File: config.mk
export PLATFORM = sky130hd
export DESIGN_NAME = trap_halt_and_watchdog_unit
export DESIGN_NICKNAME = d
export VERILOG_FILES = /design/src/hdl/trap_pkg.sv /design/src/hdl/trap_halt_and_watchdog_unit.sv /design/src/hdl/blocked_watchdog.sv
export SDC_FILE = /design/constraint.sdc
export NUM_CORES = 1
export LEC_CHECK = 0
export BUFFER_PORTS_ARGS = -buffer_cell sky130_fd_sc_hd__buf_2
export CORE_MARGIN = 10
export CORE_UTILIZATION = 45
export DETAILED_ROUTE_END_ITERATION = 10
export PLACE_DENSITY = 0.72
export SLEW_MARGIN = 20
export SYNTH_ARGS = -nofsm -noshare
export SYNTH_HDL_FRONTEND = slang
export SYNTH_SLANG_ARGS = --single-unit
File: constraint.sdc
create_clock -name clk_i -period 2.4 [get_ports clk_i]
set_clock_uncertainty 0.2 [all_clocks]
set_input_delay 0.48 -clock clk_i [delete_from_list [all_inputs] [get_ports clk_i]]
set_output_delay 0.48 -clock clk_i [all_outputs]
set_load 0.005 [all_outputs]
File: src/hdl/trap_pkg.sv
// Shared constants, types and helpers for the trap halt unit
package trap_pkg;
  // ----------------------------------------
  // Widths and limits
  // ----------------------------------------
  localparam int unsigned ADDR_W = 24; // Real address width
  localparam int unsigned WD_LIMIT = 128; // Blocked instr limit
  // ----------------------------------------
  // Trap causes
  // ----------------------------------------
  localparam logic [3:0] C_PARITY = 4'h0;
  localparam logic [3:0] C_NONPRES = 4'h1;
  localparam logic [3:0] C_UNDEF = 4'h2;
  localparam logic [3:0] C_PRIV = 4'h3;
  localparam logic [3:0] C_MCHECK = 4'h4;
  localparam logic [3:0] C_SCHECK = 4'h5;
  localparam logic [3:0] C_MAPFLT = 4'h6;
  localparam logic [3:0] C_SVC = 4'h7;
  localparam logic [3:0] C_ARITH = 4'h8;
  localparam logic [3:0] C_CALM = 4'h9;
  localparam logic [3:0] C_WDOG = 4'ha;
  // Vector table, arbitrary placement
  localparam logic [23:0] VEC_BASE = 24'h000100;
  // ----------------------------------------
  // Memory layout
  // ----------------------------------------
  localparam logic [23:0] ICB_STAT_OFS = 24'h000010; // Word 5
  localparam logic [23:0] DUMP_BASE = 24'h000530;
  localparam logic [23:0] DUMP_SECOND = 24'h000534;
  localparam logic [23:0] DUMP_STEP = 24'h000004;
  localparam logic [2:0] DUMP_LAST = 3'h4; // Five words, four in legacy mode
  localparam int unsigned PC_LSB = 1; // Program counter field
  localparam int unsigned PC_W = 18;
  // ----------------------------------------
  // Registers
  // ----------------------------------------
  localparam logic [1:0] R_CTRL = 2'h0; // Byte 0x00
  localparam logic [1:0] R_STAT = 2'h1; // Byte 0x04
  localparam logic [1:0] R_LAST = 2'h2; // Byte 0x08
  localparam logic [1:0] R_HPC = 2'h3; // Byte 0x0c
  localparam int unsigned B_PSD = 0; // Doubleword mode
  localparam int unsigned B_TEN = 1; // Traps enabled
  localparam int unsigned B_WEN = 2; // Watchdog enabled
  localparam int unsigned B_RESTART = 8; // Write one: leave halt
  localparam logic [2:0] CTRL_RST = 3'h0;
  // ----------------------------------------
  // Sequencer states
  // ----------------------------------------
  typedef enum logic [3:0] {
    ST_IDLE = 4'b0001,
    ST_ICB = 4'b0010,
    ST_DUMP = 4'b0100,
    ST_HALT = 4'b1000
  } state_type;
  // Dedicated vector of a cause
  function automatic logic [23:0] vector_of(input logic [3:0] c);
    vector_of = VEC_BASE + {18'h0, c, 2'h0};
  endfunction
  // Causes that arm the halt logic
  function automatic logic arms_halt(input logic [3:0] c);
    arms_halt = (c <= C_MAPFLT) || (c == C_WDOG);
  endfunction
  // Status word: hardware bits, subtype and cause
  function automatic logic [31:0] status_of(input logic [31:0] hw,
      input logic [3:0] c, input logic [3:0] sub);
    status_of = {hw[31:8], sub, c};
  endfunction
endpackage

File: src/hdl/trap_halt_and_watchdog_unit.sv
// Trap classification, context store, trap halt and watchdog
//
// The address map and the Wishbone slave port were left to the implementer.
module trap_halt_and_watchdog_unit (
  input wire logic clk_i, // Clock, 250 MHz
  input wire logic rst_i, // Sync reset, high
  // Wishbone slave
  input wire logic wb_cyc_i, // Cycle
  input wire logic wb_stb_i, // Strobe
  input wire logic wb_we_i, // Write
  input wire logic [3:0] wb_adr_i, // Byte address
  input wire logic [3:0] wb_sel_i, // Byte lanes
  input wire logic [31:0] wb_dat_i, // Write data
  output logic [31:0] wb_dat_o, // Read data
  output logic wb_ack_o, // Acknowledge
  // Sequencer side
  input wire logic trap_valid_i, // Trap detected, pulse
  input wire logic [3:0] trap_cause_i, // Cause code
  input wire logic [3:0] trap_sub_i, // Failure subtype
  input wire logic [31:0] cpu_status_i, // Hardware status bits
  input wire logic [23:0] icb_addr_i, // Context block address
  input wire logic [31:0] first_word_i, // First status word
  input wire logic [31:0] second_word_i, // Second status word
  input wire logic [31:0] dev_table_i, // Device table entry
  input wire logic [31:0] dev_intr_i, // Device interrupt entry
  input wire logic blocked_i, // Interrupts blocked
  input wire logic retire_i, // Instruction retired
  input wire logic wait_i, // Wait instruction executed
  input wire logic set_processor_mode_instr_i, // Set processor mode strobe
  input wire logic set_processor_mode_instr_ten_i, // Its trap enable form
  input wire logic set_processor_mode_instr_wen_i, // Its watchdog enable form
  output logic trap_ready_o, // Can take a trap
  output logic trap_take_o, // Vector to handler, pulse
  output logic [23:0] trap_vec_o, // Handler vector
  output logic halted_o, // Processor halted
  output logic panel_active_o, // Panel interrupt-active lamp
  output logic [23:0] halt_pc_o, // PC left at halt
  // Memory write port
  output logic mem_req_o, // Write request
  output logic [23:0] mem_addr_o, // Byte address
  output logic [31:0] mem_data_o, // Write data
  input wire logic mem_ack_i // Write done
);
  // ----------------------------------------
  // Declarations
  // ----------------------------------------
  trap_pkg::state_type state; // Sequencer state
  logic [2:0] ctrl; // Mode, trap and watchdog enables
  logic [3:0] cause; // Captured cause
  logic [31:0] stat_word; // Captured status word
  logic [23:0] trap_context_block; // Captured block address
  logic [31:0] w_first; // Captured first word
  logic [31:0] w_second; // Captured second word
  logic [31:0] w_table; // Captured table entry
  logic [31:0] w_intr; // Captured interrupt entry
  logic [2:0] dump_idx; // Dump word index
  logic wd_trip; // Watchdog timeout pulse
  logic wd_pend; // Timeout waiting for sequencer
  logic take; // Trap accepted this cycle
  logic [3:0] take_cause; // Cause being accepted
  logic halt_now; // Accepted trap halts
  logic wb_hit; // Bus access this cycle
  logic wb_wr; // Bus write this cycle
  logic restart; // Operator leaves halt
  logic program_status_doubleword_mode; // Doubleword mode
  logic [2:0] next_idx; // Next dump index
  logic [23:0] take_vec; // Vector of the cause being accepted
  logic [23:0] cause_vec; // Vector of the captured cause
  // ----------------------------------------
  // Watchdog
  // ----------------------------------------
  blocked_watchdog #(
    .LIMIT(trap_pkg::WD_LIMIT)
  ) u_wd (
    .clk_i(clk_i),
    .rst_i(rst_i),
    .blocked_i(blocked_i),
    .retire_i(retire_i),
    .wait_i(wait_i),
    .enable_i(ctrl[trap_pkg::B_WEN]),
    .trip_o(wd_trip)
  );
  // ----------------------------------------
  // Acceptance
  // ----------------------------------------
  // Blocking and interrupt level do not enter into acceptance
  assign program_status_doubleword_mode = ctrl[trap_pkg::B_PSD];
  assign take = (state == trap_pkg::ST_IDLE) && (trap_valid_i || wd_pend);
  assign take_cause = trap_valid_i ? trap_cause_i : trap_pkg::C_WDOG;
  // Vectors held in nets so their low bits can be sliced
  assign take_vec = trap_pkg::vector_of(take_cause);
  assign cause_vec = trap_pkg::vector_of(cause);
  // Legacy mode has no enable: arming causes always halt
  assign halt_now = trap_pkg::arms_halt(take_cause)
    && !(program_status_doubleword_mode && ctrl[trap_pkg::B_TEN]);
  assign wb_hit = wb_cyc_i && wb_stb_i && !wb_ack_o;
  assign wb_wr = wb_hit && wb_we_i && wb_sel_i[0];
  assign restart = wb_wr && (wb_adr_i[3:2] == trap_pkg::R_CTRL)
    && wb_sel_i[1] && wb_dat_i[trap_pkg::B_RESTART];
  // Skip the second word outside doubleword mode
  assign next_idx = (dump_idx == 3'h0 && !program_status_doubleword_mode) ? 3'h2 : dump_idx + 3'h1;
  // Timeout waits here if a sequencer trap took the slot; set wins
  always_ff @(posedge clk_i) begin
    if (rst_i) begin
      wd_pend <= 1'b0;
    end else if (wd_trip) begin
      wd_pend <= 1'b1;
    end else if (take && !trap_valid_i) begin
      wd_pend <= 1'b0;
    end
  end
  // ----------------------------------------
  // Control register
  // ----------------------------------------
  // Mode instruction overrides the enable bits of a bus write in the same cycle
  always_ff @(posedge clk_i) begin
    if (rst_i) begin
      ctrl <= trap_pkg::CTRL_RST;
    end else begin
      if (wb_wr && wb_adr_i[3:2] == trap_pkg::R_CTRL) begin
        ctrl <= wb_dat_i[2:0];
      end
      if (set_processor_mode_instr_i) begin
        ctrl[trap_pkg::B_TEN] <= set_processor_mode_instr_ten_i;
        ctrl[trap_pkg::B_WEN] <= set_processor_mode_instr_wen_i;
      end
    end
  end
  // ----------------------------------------
  // Context capture
  // ----------------------------------------
  // Sampled once so a slow memory sees a stable dump
  always_ff @(posedge clk_i) begin
    if (rst_i) begin
      cause <= 4'h0;
      stat_word <= 32'h0;
      trap_context_block <= 24'h0;
      w_first <= 32'h0;
      w_second <= 32'h0;
      w_table <= 32'h0;
      w_intr <= 32'h0;
    end else if (take) begin
      cause <= take_cause;
      // Cause and subtype name the failure
      stat_word <= trap_pkg::status_of(cpu_status_i, take_cause,
        trap_valid_i ? trap_sub_i : 4'h0);
      trap_context_block <= icb_addr_i;
      // Bit zero and the bits above the PC field pass through untouched
      w_first <= first_word_i;
      w_first[trap_pkg::PC_LSB +: trap_pkg::PC_W] <=
        take_vec[trap_pkg::PC_W-1:0];
      w_second <= second_word_i;
      w_table <= dev_table_i;
      w_intr <= dev_intr_i;
    end
  end
  // ----------------------------------------
  // Sequencer
  // ----------------------------------------
  // Halting traps dump context; others store one status word
  always_ff @(posedge clk_i) begin
    if (rst_i) begin
      state <= trap_pkg::ST_IDLE;
      dump_idx <= 3'h0;
    end else begin
      case (state)
        trap_pkg::ST_IDLE: begin
          if (take && halt_now) begin
            state <= trap_pkg::ST_DUMP;
            dump_idx <= 3'h0;
          end else if (take) begin
            state <= trap_pkg::ST_ICB;
          end
        end
        trap_pkg::ST_ICB: begin
          if (mem_req_o && mem_ack_i) begin
            state <= trap_pkg::ST_IDLE;
          end
        end
        trap_pkg::ST_DUMP: begin
          if (mem_req_o && mem_ack_i) begin
            if (dump_idx == trap_pkg::DUMP_LAST) begin
              state <= trap_pkg::ST_HALT;
            end else begin
              dump_idx <= next_idx;
            end
          end
        end
        trap_pkg::ST_HALT: begin
          if (restart) begin
            state <= trap_pkg::ST_IDLE;
          end
        end
        default: begin
          state <= trap_pkg::ST_IDLE;
        end
      endcase
    end
  end
  // ----------------------------------------
  // Memory writes
  // ----------------------------------------
  // One idle cycle between writes keeps the handshake simple
  always_ff @(posedge clk_i) begin
    if (rst_i) begin
      mem_req_o <= 1'b0;
      mem_addr_o <= 24'h0;
      mem_data_o <= 32'h0;
    end else if (mem_req_o) begin
      if (mem_ack_i) begin
        mem_req_o <= 1'b0;
      end
    end else if (state == trap_pkg::ST_ICB) begin
      mem_req_o <= 1'b1;
      mem_addr_o <= trap_context_block + trap_pkg::ICB_STAT_OFS;
      mem_data_o <= stat_word;
    end else if (state == trap_pkg::ST_DUMP) begin
      mem_req_o <= 1'b1;
      mem_addr_o <= trap_pkg::DUMP_BASE
        + 24'(dump_idx) * trap_pkg::DUMP_STEP;
      case (dump_idx)
        3'h0: mem_data_o <= w_first;
        3'h1: mem_data_o <= w_second;
        3'h2: mem_data_o <= stat_word;
        3'h3: mem_data_o <= w_table;
        default: mem_data_o <= w_intr;
      endcase
    end
  end
  // ----------------------------------------
  // Sequencer outputs
  // ----------------------------------------
  // Ready is a cycle late, so a caller must keep watching it
  always_ff @(posedge clk_i) begin
    if (rst_i) begin
      trap_ready_o <= 1'b0;
      trap_take_o <= 1'b0;
      trap_vec_o <= 24'h0;
    end else begin
      trap_ready_o <= (state == trap_pkg::ST_IDLE) && !take;
      // Handler runs only after its status word is in memory
      trap_take_o <= (state == trap_pkg::ST_ICB) && mem_req_o && mem_ack_i;
      if (state == trap_pkg::ST_ICB) begin
        trap_vec_o <= trap_pkg::vector_of(cause);
      end
    end
  end
  // ----------------------------------------
  // Halt indication
  // ----------------------------------------
  // Reported only after the last dump write is acknowledged
  always_ff @(posedge clk_i) begin
    if (rst_i || restart) begin
      halted_o <= 1'b0;
      panel_active_o <= 1'b0;
    end else if (state == trap_pkg::ST_DUMP && mem_req_o && mem_ack_i
        && dump_idx == trap_pkg::DUMP_LAST) begin
      halted_o <= 1'b1;
      panel_active_o <= 1'b1;
    end
  end
  // PC shown at halt is the vector of the halting trap
  always_ff @(posedge clk_i) begin
    if (rst_i) begin
      halt_pc_o <= 24'h0;
    end else if (state == trap_pkg::ST_DUMP) begin
      halt_pc_o <= trap_pkg::vector_of(cause);
    end
  end
  // ----------------------------------------
  // Wishbone slave
  // ----------------------------------------
  // Every access acks next cycle; the fourth slot reads the halt PC
  always_ff @(posedge clk_i) begin
    if (rst_i) begin
      wb_ack_o <= 1'b0;
      wb_dat_o <= 32'h0;
    end else begin
      wb_ack_o <= wb_hit;
      if (wb_hit && !wb_we_i) begin
        case (wb_adr_i[3:2])
          trap_pkg::R_CTRL: wb_dat_o <= {29'h0, ctrl};
          trap_pkg::R_STAT: wb_dat_o <= {20'h0, cause, 5'h0,
            state != trap_pkg::ST_IDLE, panel_active_o, halted_o};
          trap_pkg::R_LAST: wb_dat_o <= stat_word;
          default: wb_dat_o <= {8'h0, halt_pc_o};
        endcase
      end
    end
  end
  // ----------------------------------------
  // Checks
  // ----------------------------------------
  chk_panel_with_halt: assert property (@(posedge clk_i) disable iff (rst_i)
    halted_o |-> panel_active_o) else $error("halt without panel lamp");
  chk_enabled_no_halt: assert property (@(posedge clk_i) disable iff (rst_i)
    take && program_status_doubleword_mode && ctrl[trap_pkg::B_TEN] |=> state == trap_pkg::ST_ICB)
    else $error("enabled trap halted");
  chk_unarmed_no_dump: assert property (@(posedge clk_i) disable iff (rst_i)
    take && !trap_pkg::arms_halt(take_cause) |=> state != trap_pkg::ST_DUMP)
    else $error("unarmed cause began halt");
  chk_halt_taken: assert property (@(posedge clk_i) disable iff (rst_i)
    take && halt_now |=> state == trap_pkg::ST_DUMP) else $error("halt not begun");
  chk_first_dump: assert property (@(posedge clk_i) disable iff (rst_i)
    state == trap_pkg::ST_DUMP && mem_req_o && dump_idx == 3'h0
    |-> mem_addr_o == trap_pkg::DUMP_BASE) else $error("first word misplaced");
  chk_second_skip: assert property (@(posedge clk_i) disable iff (rst_i)
    state == trap_pkg::ST_DUMP && mem_req_o && !program_status_doubleword_mode
    |-> mem_addr_o != trap_pkg::DUMP_SECOND) else $error("second word in legacy mode");
  chk_halt_after_dump: assert property (@(posedge clk_i) disable iff (rst_i)
    $rose(halted_o) |-> $past(mem_ack_i) && $past(mem_addr_o) == trap_pkg::DUMP_BASE
    + 24'h000010) else $error("halt before context stored");
  chk_halt_pc: assert property (@(posedge clk_i) disable iff (rst_i)
    $rose(halted_o) |-> halt_pc_o == trap_pkg::vector_of(cause)
    && mem_data_o == w_intr) else $error("halt pc not trap vector");
  chk_icb_status: assert property (@(posedge clk_i) disable iff (rst_i)
    state == trap_pkg::ST_ICB && mem_req_o |-> mem_addr_o == trap_context_block
    + trap_pkg::ICB_STAT_OFS && mem_data_o == stat_word) else $error("bad status store");
  chk_blocked_take: assert property (@(posedge clk_i) disable iff (rst_i)
    state == trap_pkg::ST_IDLE && trap_valid_i |=> state != trap_pkg::ST_IDLE)
    else $error("trap inhibited");
  chk_take_after_icb: assert property (@(posedge clk_i) disable iff (rst_i)
    trap_take_o |-> $past(state) == trap_pkg::ST_ICB && $past(mem_ack_i))
    else $error("vectored before status stored");
  chk_dump_pc_field: assert property (@(posedge clk_i) disable iff (rst_i)
    state == trap_pkg::ST_DUMP && mem_req_o && dump_idx == 3'h0
    |-> mem_data_o[trap_pkg::PC_LSB +: trap_pkg::PC_W] == cause_vec[trap_pkg::PC_W-1:0])
    else $error("dumped first word lacks vector");
  chk_halt_no_vector: assert property (@(posedge clk_i) disable iff (rst_i)
    halted_o |-> !trap_take_o) else $error("halted trap vectored");
endmodule

File: src/hdl/blocked_watchdog.sv
// Blocked-interrupt watchdog counter
module blocked_watchdog #(
  parameter int unsigned LIMIT = trap_pkg::WD_LIMIT
) (
  input wire logic clk_i, // Clock
  input wire logic rst_i, // Sync reset
  input wire logic blocked_i, // Interrupts blocked
  input wire logic retire_i, // Instruction done
  input wire logic wait_i, // Wait instruction
  input wire logic enable_i, // Count trip enabled
  output logic trip_o // Timeout pulse
);
  localparam int unsigned CW = $clog2(LIMIT + 2);
  localparam logic [CW-1:0] LIM = CW'(LIMIT);
  logic [CW-1:0] count; // Blocked instructions so far
  logic hit; // This retire passes the limit
  assign hit = enable_i && blocked_i && retire_i && (count == LIM);
  // ----------------------------------------
  // Counter and trip
  // ----------------------------------------
  // Unblocking restarts the run of blocked instructions
  always_ff @(posedge clk_i) begin
    if (rst_i || !blocked_i || trip_o) begin
      count <= '0;
    end else if (retire_i && count != LIM) begin
      count <= count + CW'(1);
    end
  end
  always_ff @(posedge clk_i) begin
    if (rst_i) begin
      trip_o <= 1'b0;
    end else begin
      trip_o <= (wait_i && blocked_i) || hit;
    end
  end
  chk_wait_trip: assert property (@(posedge clk_i) disable iff (rst_i)
    wait_i && blocked_i |=> trip_o) else $error("wait while blocked missed");
  chk_count_limit: assert property (@(posedge clk_i) disable iff (rst_i)
    $rose(trip_o) && !$past(wait_i) |-> $past(count) == LIM && $past(enable_i))
    else $error("watchdog tripped at wrong count");
endmodule

==> results.ini <==
[global_routing]
grt_overflow=0
grt_pass1_vias=12100
antenna_found_initial=1
grt_pass1_wl_mm=67.7
grt.total_usage=0.248
grt_max_degree=166

[sta]
setup_violations=0
tns_ps=0
worst_pin_slew_ps=915
hold_viol=0
min_period_over_period=0.957
rsz0062_at_grt=no
slew_viol_final=0
fin_crit_ps=2300
fmax_mhz=435
max_slew_margin=0.390

[synth]
synth_top_area_cell=dfxtp_1
synth-edff-count=0
synthTopCellsByArea=dfxtp_1, nand2_1, a21oi_1
yosys_warnings=0
synth_seq_cells=290
yosysTopAreaCellShare=0.479
synthArstFlopShare=0
synth.cell_area_mm2=0.0121
synth_common_cells=nand2_1, dfxtp_1, a21oi_1
yosys.cell_types.count=59
synth_flop_cell=dfxtp_1
synthMostInstantiatedCell=nand2_1
synthCells=1501
ys_seq_area_frac=0.479
avgSynthCellArea_um2=8.07

[run]
max-cap-violations=0

[clocking]
cts_made_buffers=31
clkSinkCount=290
cts_tree=yes
h-tree-depth=1
cts_setup_buffers=0
clk_pin_slew_ps=60
root_buffer=clkbuf_16
clock_latency_ps=560
clk_path_buf_depth=3

[cells_and_area]
areaGrowthSynthToFinish_pct=36.2
nFillCells=2214
drive_above_1_share=0.214
fin_nets=2165

[die]
initial_utilization=0.453
dieHeight_um=184
coreArea_mm2=0.0267
die_area_mm2=0.0339
rows=60
die_x_um=184
pin_count=387

[route]
viasPerCell=5.42
drtPass1Iterations=5
drc=0
vias=12400
routed_wl_mm=43.7
detail-route-antenna-nets=0
drt_iter0_drc=1214
avgRoutedWirePerCell_um=19.2

[critical_path]
critPathMaxFanout=13
crit_path_end_kind=flip-flop
critPathKind=reg -> reg
required_ps=2650
startpoint_type=flip-flop
arrival_ps=2550

[hold_path]
hp-class=in -> reg

[status]
outcome=finished, final reports clean

[power_and_ir_drop]
powerDensity_mw_per_mm2=730
finalPower_mw=12.0
ir_worst_vdd_v=0.000545
power_leakage_nw=6.73

[place]
gp_congestion=0.923
port_buffers=290
place_hpwl_mm=28.5

power breakdown:
| part | internal [mW] | total, mW | switching [mW] |
|---|---|---|---|
| Sequential | 5.16 | 5.46 | 0.300 |
| Clock | 2.74 | 4.69 | 1.95 |
| Combinational | 0.827 | 1.89 | 1.06 |
per-layer routing:
layer / up-vias / share of wire / GRT usage / routed length (um)
li1: 5909 / - / - / -
met1: 5755 / 0.41 / 0.315 / 17800
met2: 571 / 0.46 / 0.399 / 20200
met3: 117 / 0.084 / 0.0494 / 3680
met4: 0 / 0.045 / 0.112 / 1980
met5: - / 0 / 0 / 0
critical path, stage by stage, from the launching register on:
cell	delay, ps
dfxtp_1	470
buf_4	200
nor4b_2	370
a21o_1	450
a221oi_1	180
a211oi_1	320
what timing repair did:
action | CTS | global route
hold endpoints to repair | 163 | 0
hold buffers | 163 | 0
gates resized for setup | 0 | 4
setup endpoints to repair | 0 | 14
registers in the layout, indices dropped and copies added, names as in the netlist, 4 cells and up:
register            flops
mem_data_o             32
stat_word              29
mem_addr_o             24
trap_vec_o              5
w_second               32
state                   4
w_table                32
wb_dat_o               32
halt_pc_o               5
w_intr                 32
trap_context_block     24
u_wd.count              8
w_first                15
placed cells by master, fill, tap and decap left out, types with 10 or more instances in the layout:
cell type	Yosys	routed
dfxtp_1	290	289
a211oi_1	21	21
nand2_1	398	398
o21a_1	23	23
a22oi_1	10	10
nor2_1	72	71
o21ai_0	19	18
inv_1	33	33
nand3_1	56	56
a22o_1	13	13
clkbuf_16	0	31
a2bb2oi_1	19	19
buf_4	49	35
dlygate4sd3_1	0	163
a221oi_1	17	17
o22ai_1	21	21
clkinv_2	0	10
mux2i_1	11	11
buf_2	13	289
nor3_1	21	20
a21oi_1	201	200
xnor2_1	12	12
buf_12	0	10
a222oi_1	19	19
conb_1	1	38
area by class of cell:
cell class,count,area (um2),share of cell area
clock buffers,43,871,0.0528
multi-input cells,1058,5590,0.338
well taps,341,427,0.0259
inverters,33,124,0.00751
clock inverters,14,128,0.00773
repair buffers,498,3550,0.215
flip-flops and latches,290,5810,0.352
diodes,3,7.51,0.000455
logic make-up after synthesis:
group                    after synthesis  synth area share
flip-flops                           290             0.479
buffers and inverters                190            0.0766
AO/OA/AOI/OAI                        382             0.199
multiplexers                          18            0.0165
AND/OR/NAND/NOR                      595             0.208
other                                  1          0.000309
XOR/XNOR                              17            0.0123
adder cells (fa/ha/maj)                8           0.00826
final timing paths:
path | from | to | slack [ps] | cells past startpoint
worst min-delay path | set_processor_mode_instr_wen_i | ctrl[2] | 10 | 3
worst min register to register | mem_addr_o[17] | mem_addr_o[17] | 250 | 2
worst max register to register | state[1] | mem_data_o[14] | 100 | 5
worst max-delay path | state[1] | mem_data_o[14] | 100 | 5
stage by stage:
| step | hold slack (ps) | worst slack [ps] | cell area, um2 | instances | util |
|---|---|---|---|---|---|
| final | 13.7 | 103 | 16500 | 2280 | 0.618 |
| after global routing | 12.2 | 19.4 | 16500 | 2278 | 0.617 |
| after CTS | 0.665 | 76.0 | 16500 | 2277 | 0.617 |
| after detailed placement | 240 | 106 | 13900 | 2057 | 0.518 |
| after global placement | 236 | 154 | 13900 | 2057 | 0.518 |
| after floorplan | 231 | 294 | 12300 | 1538 | - |
Power figures use the tool's default switching activity.
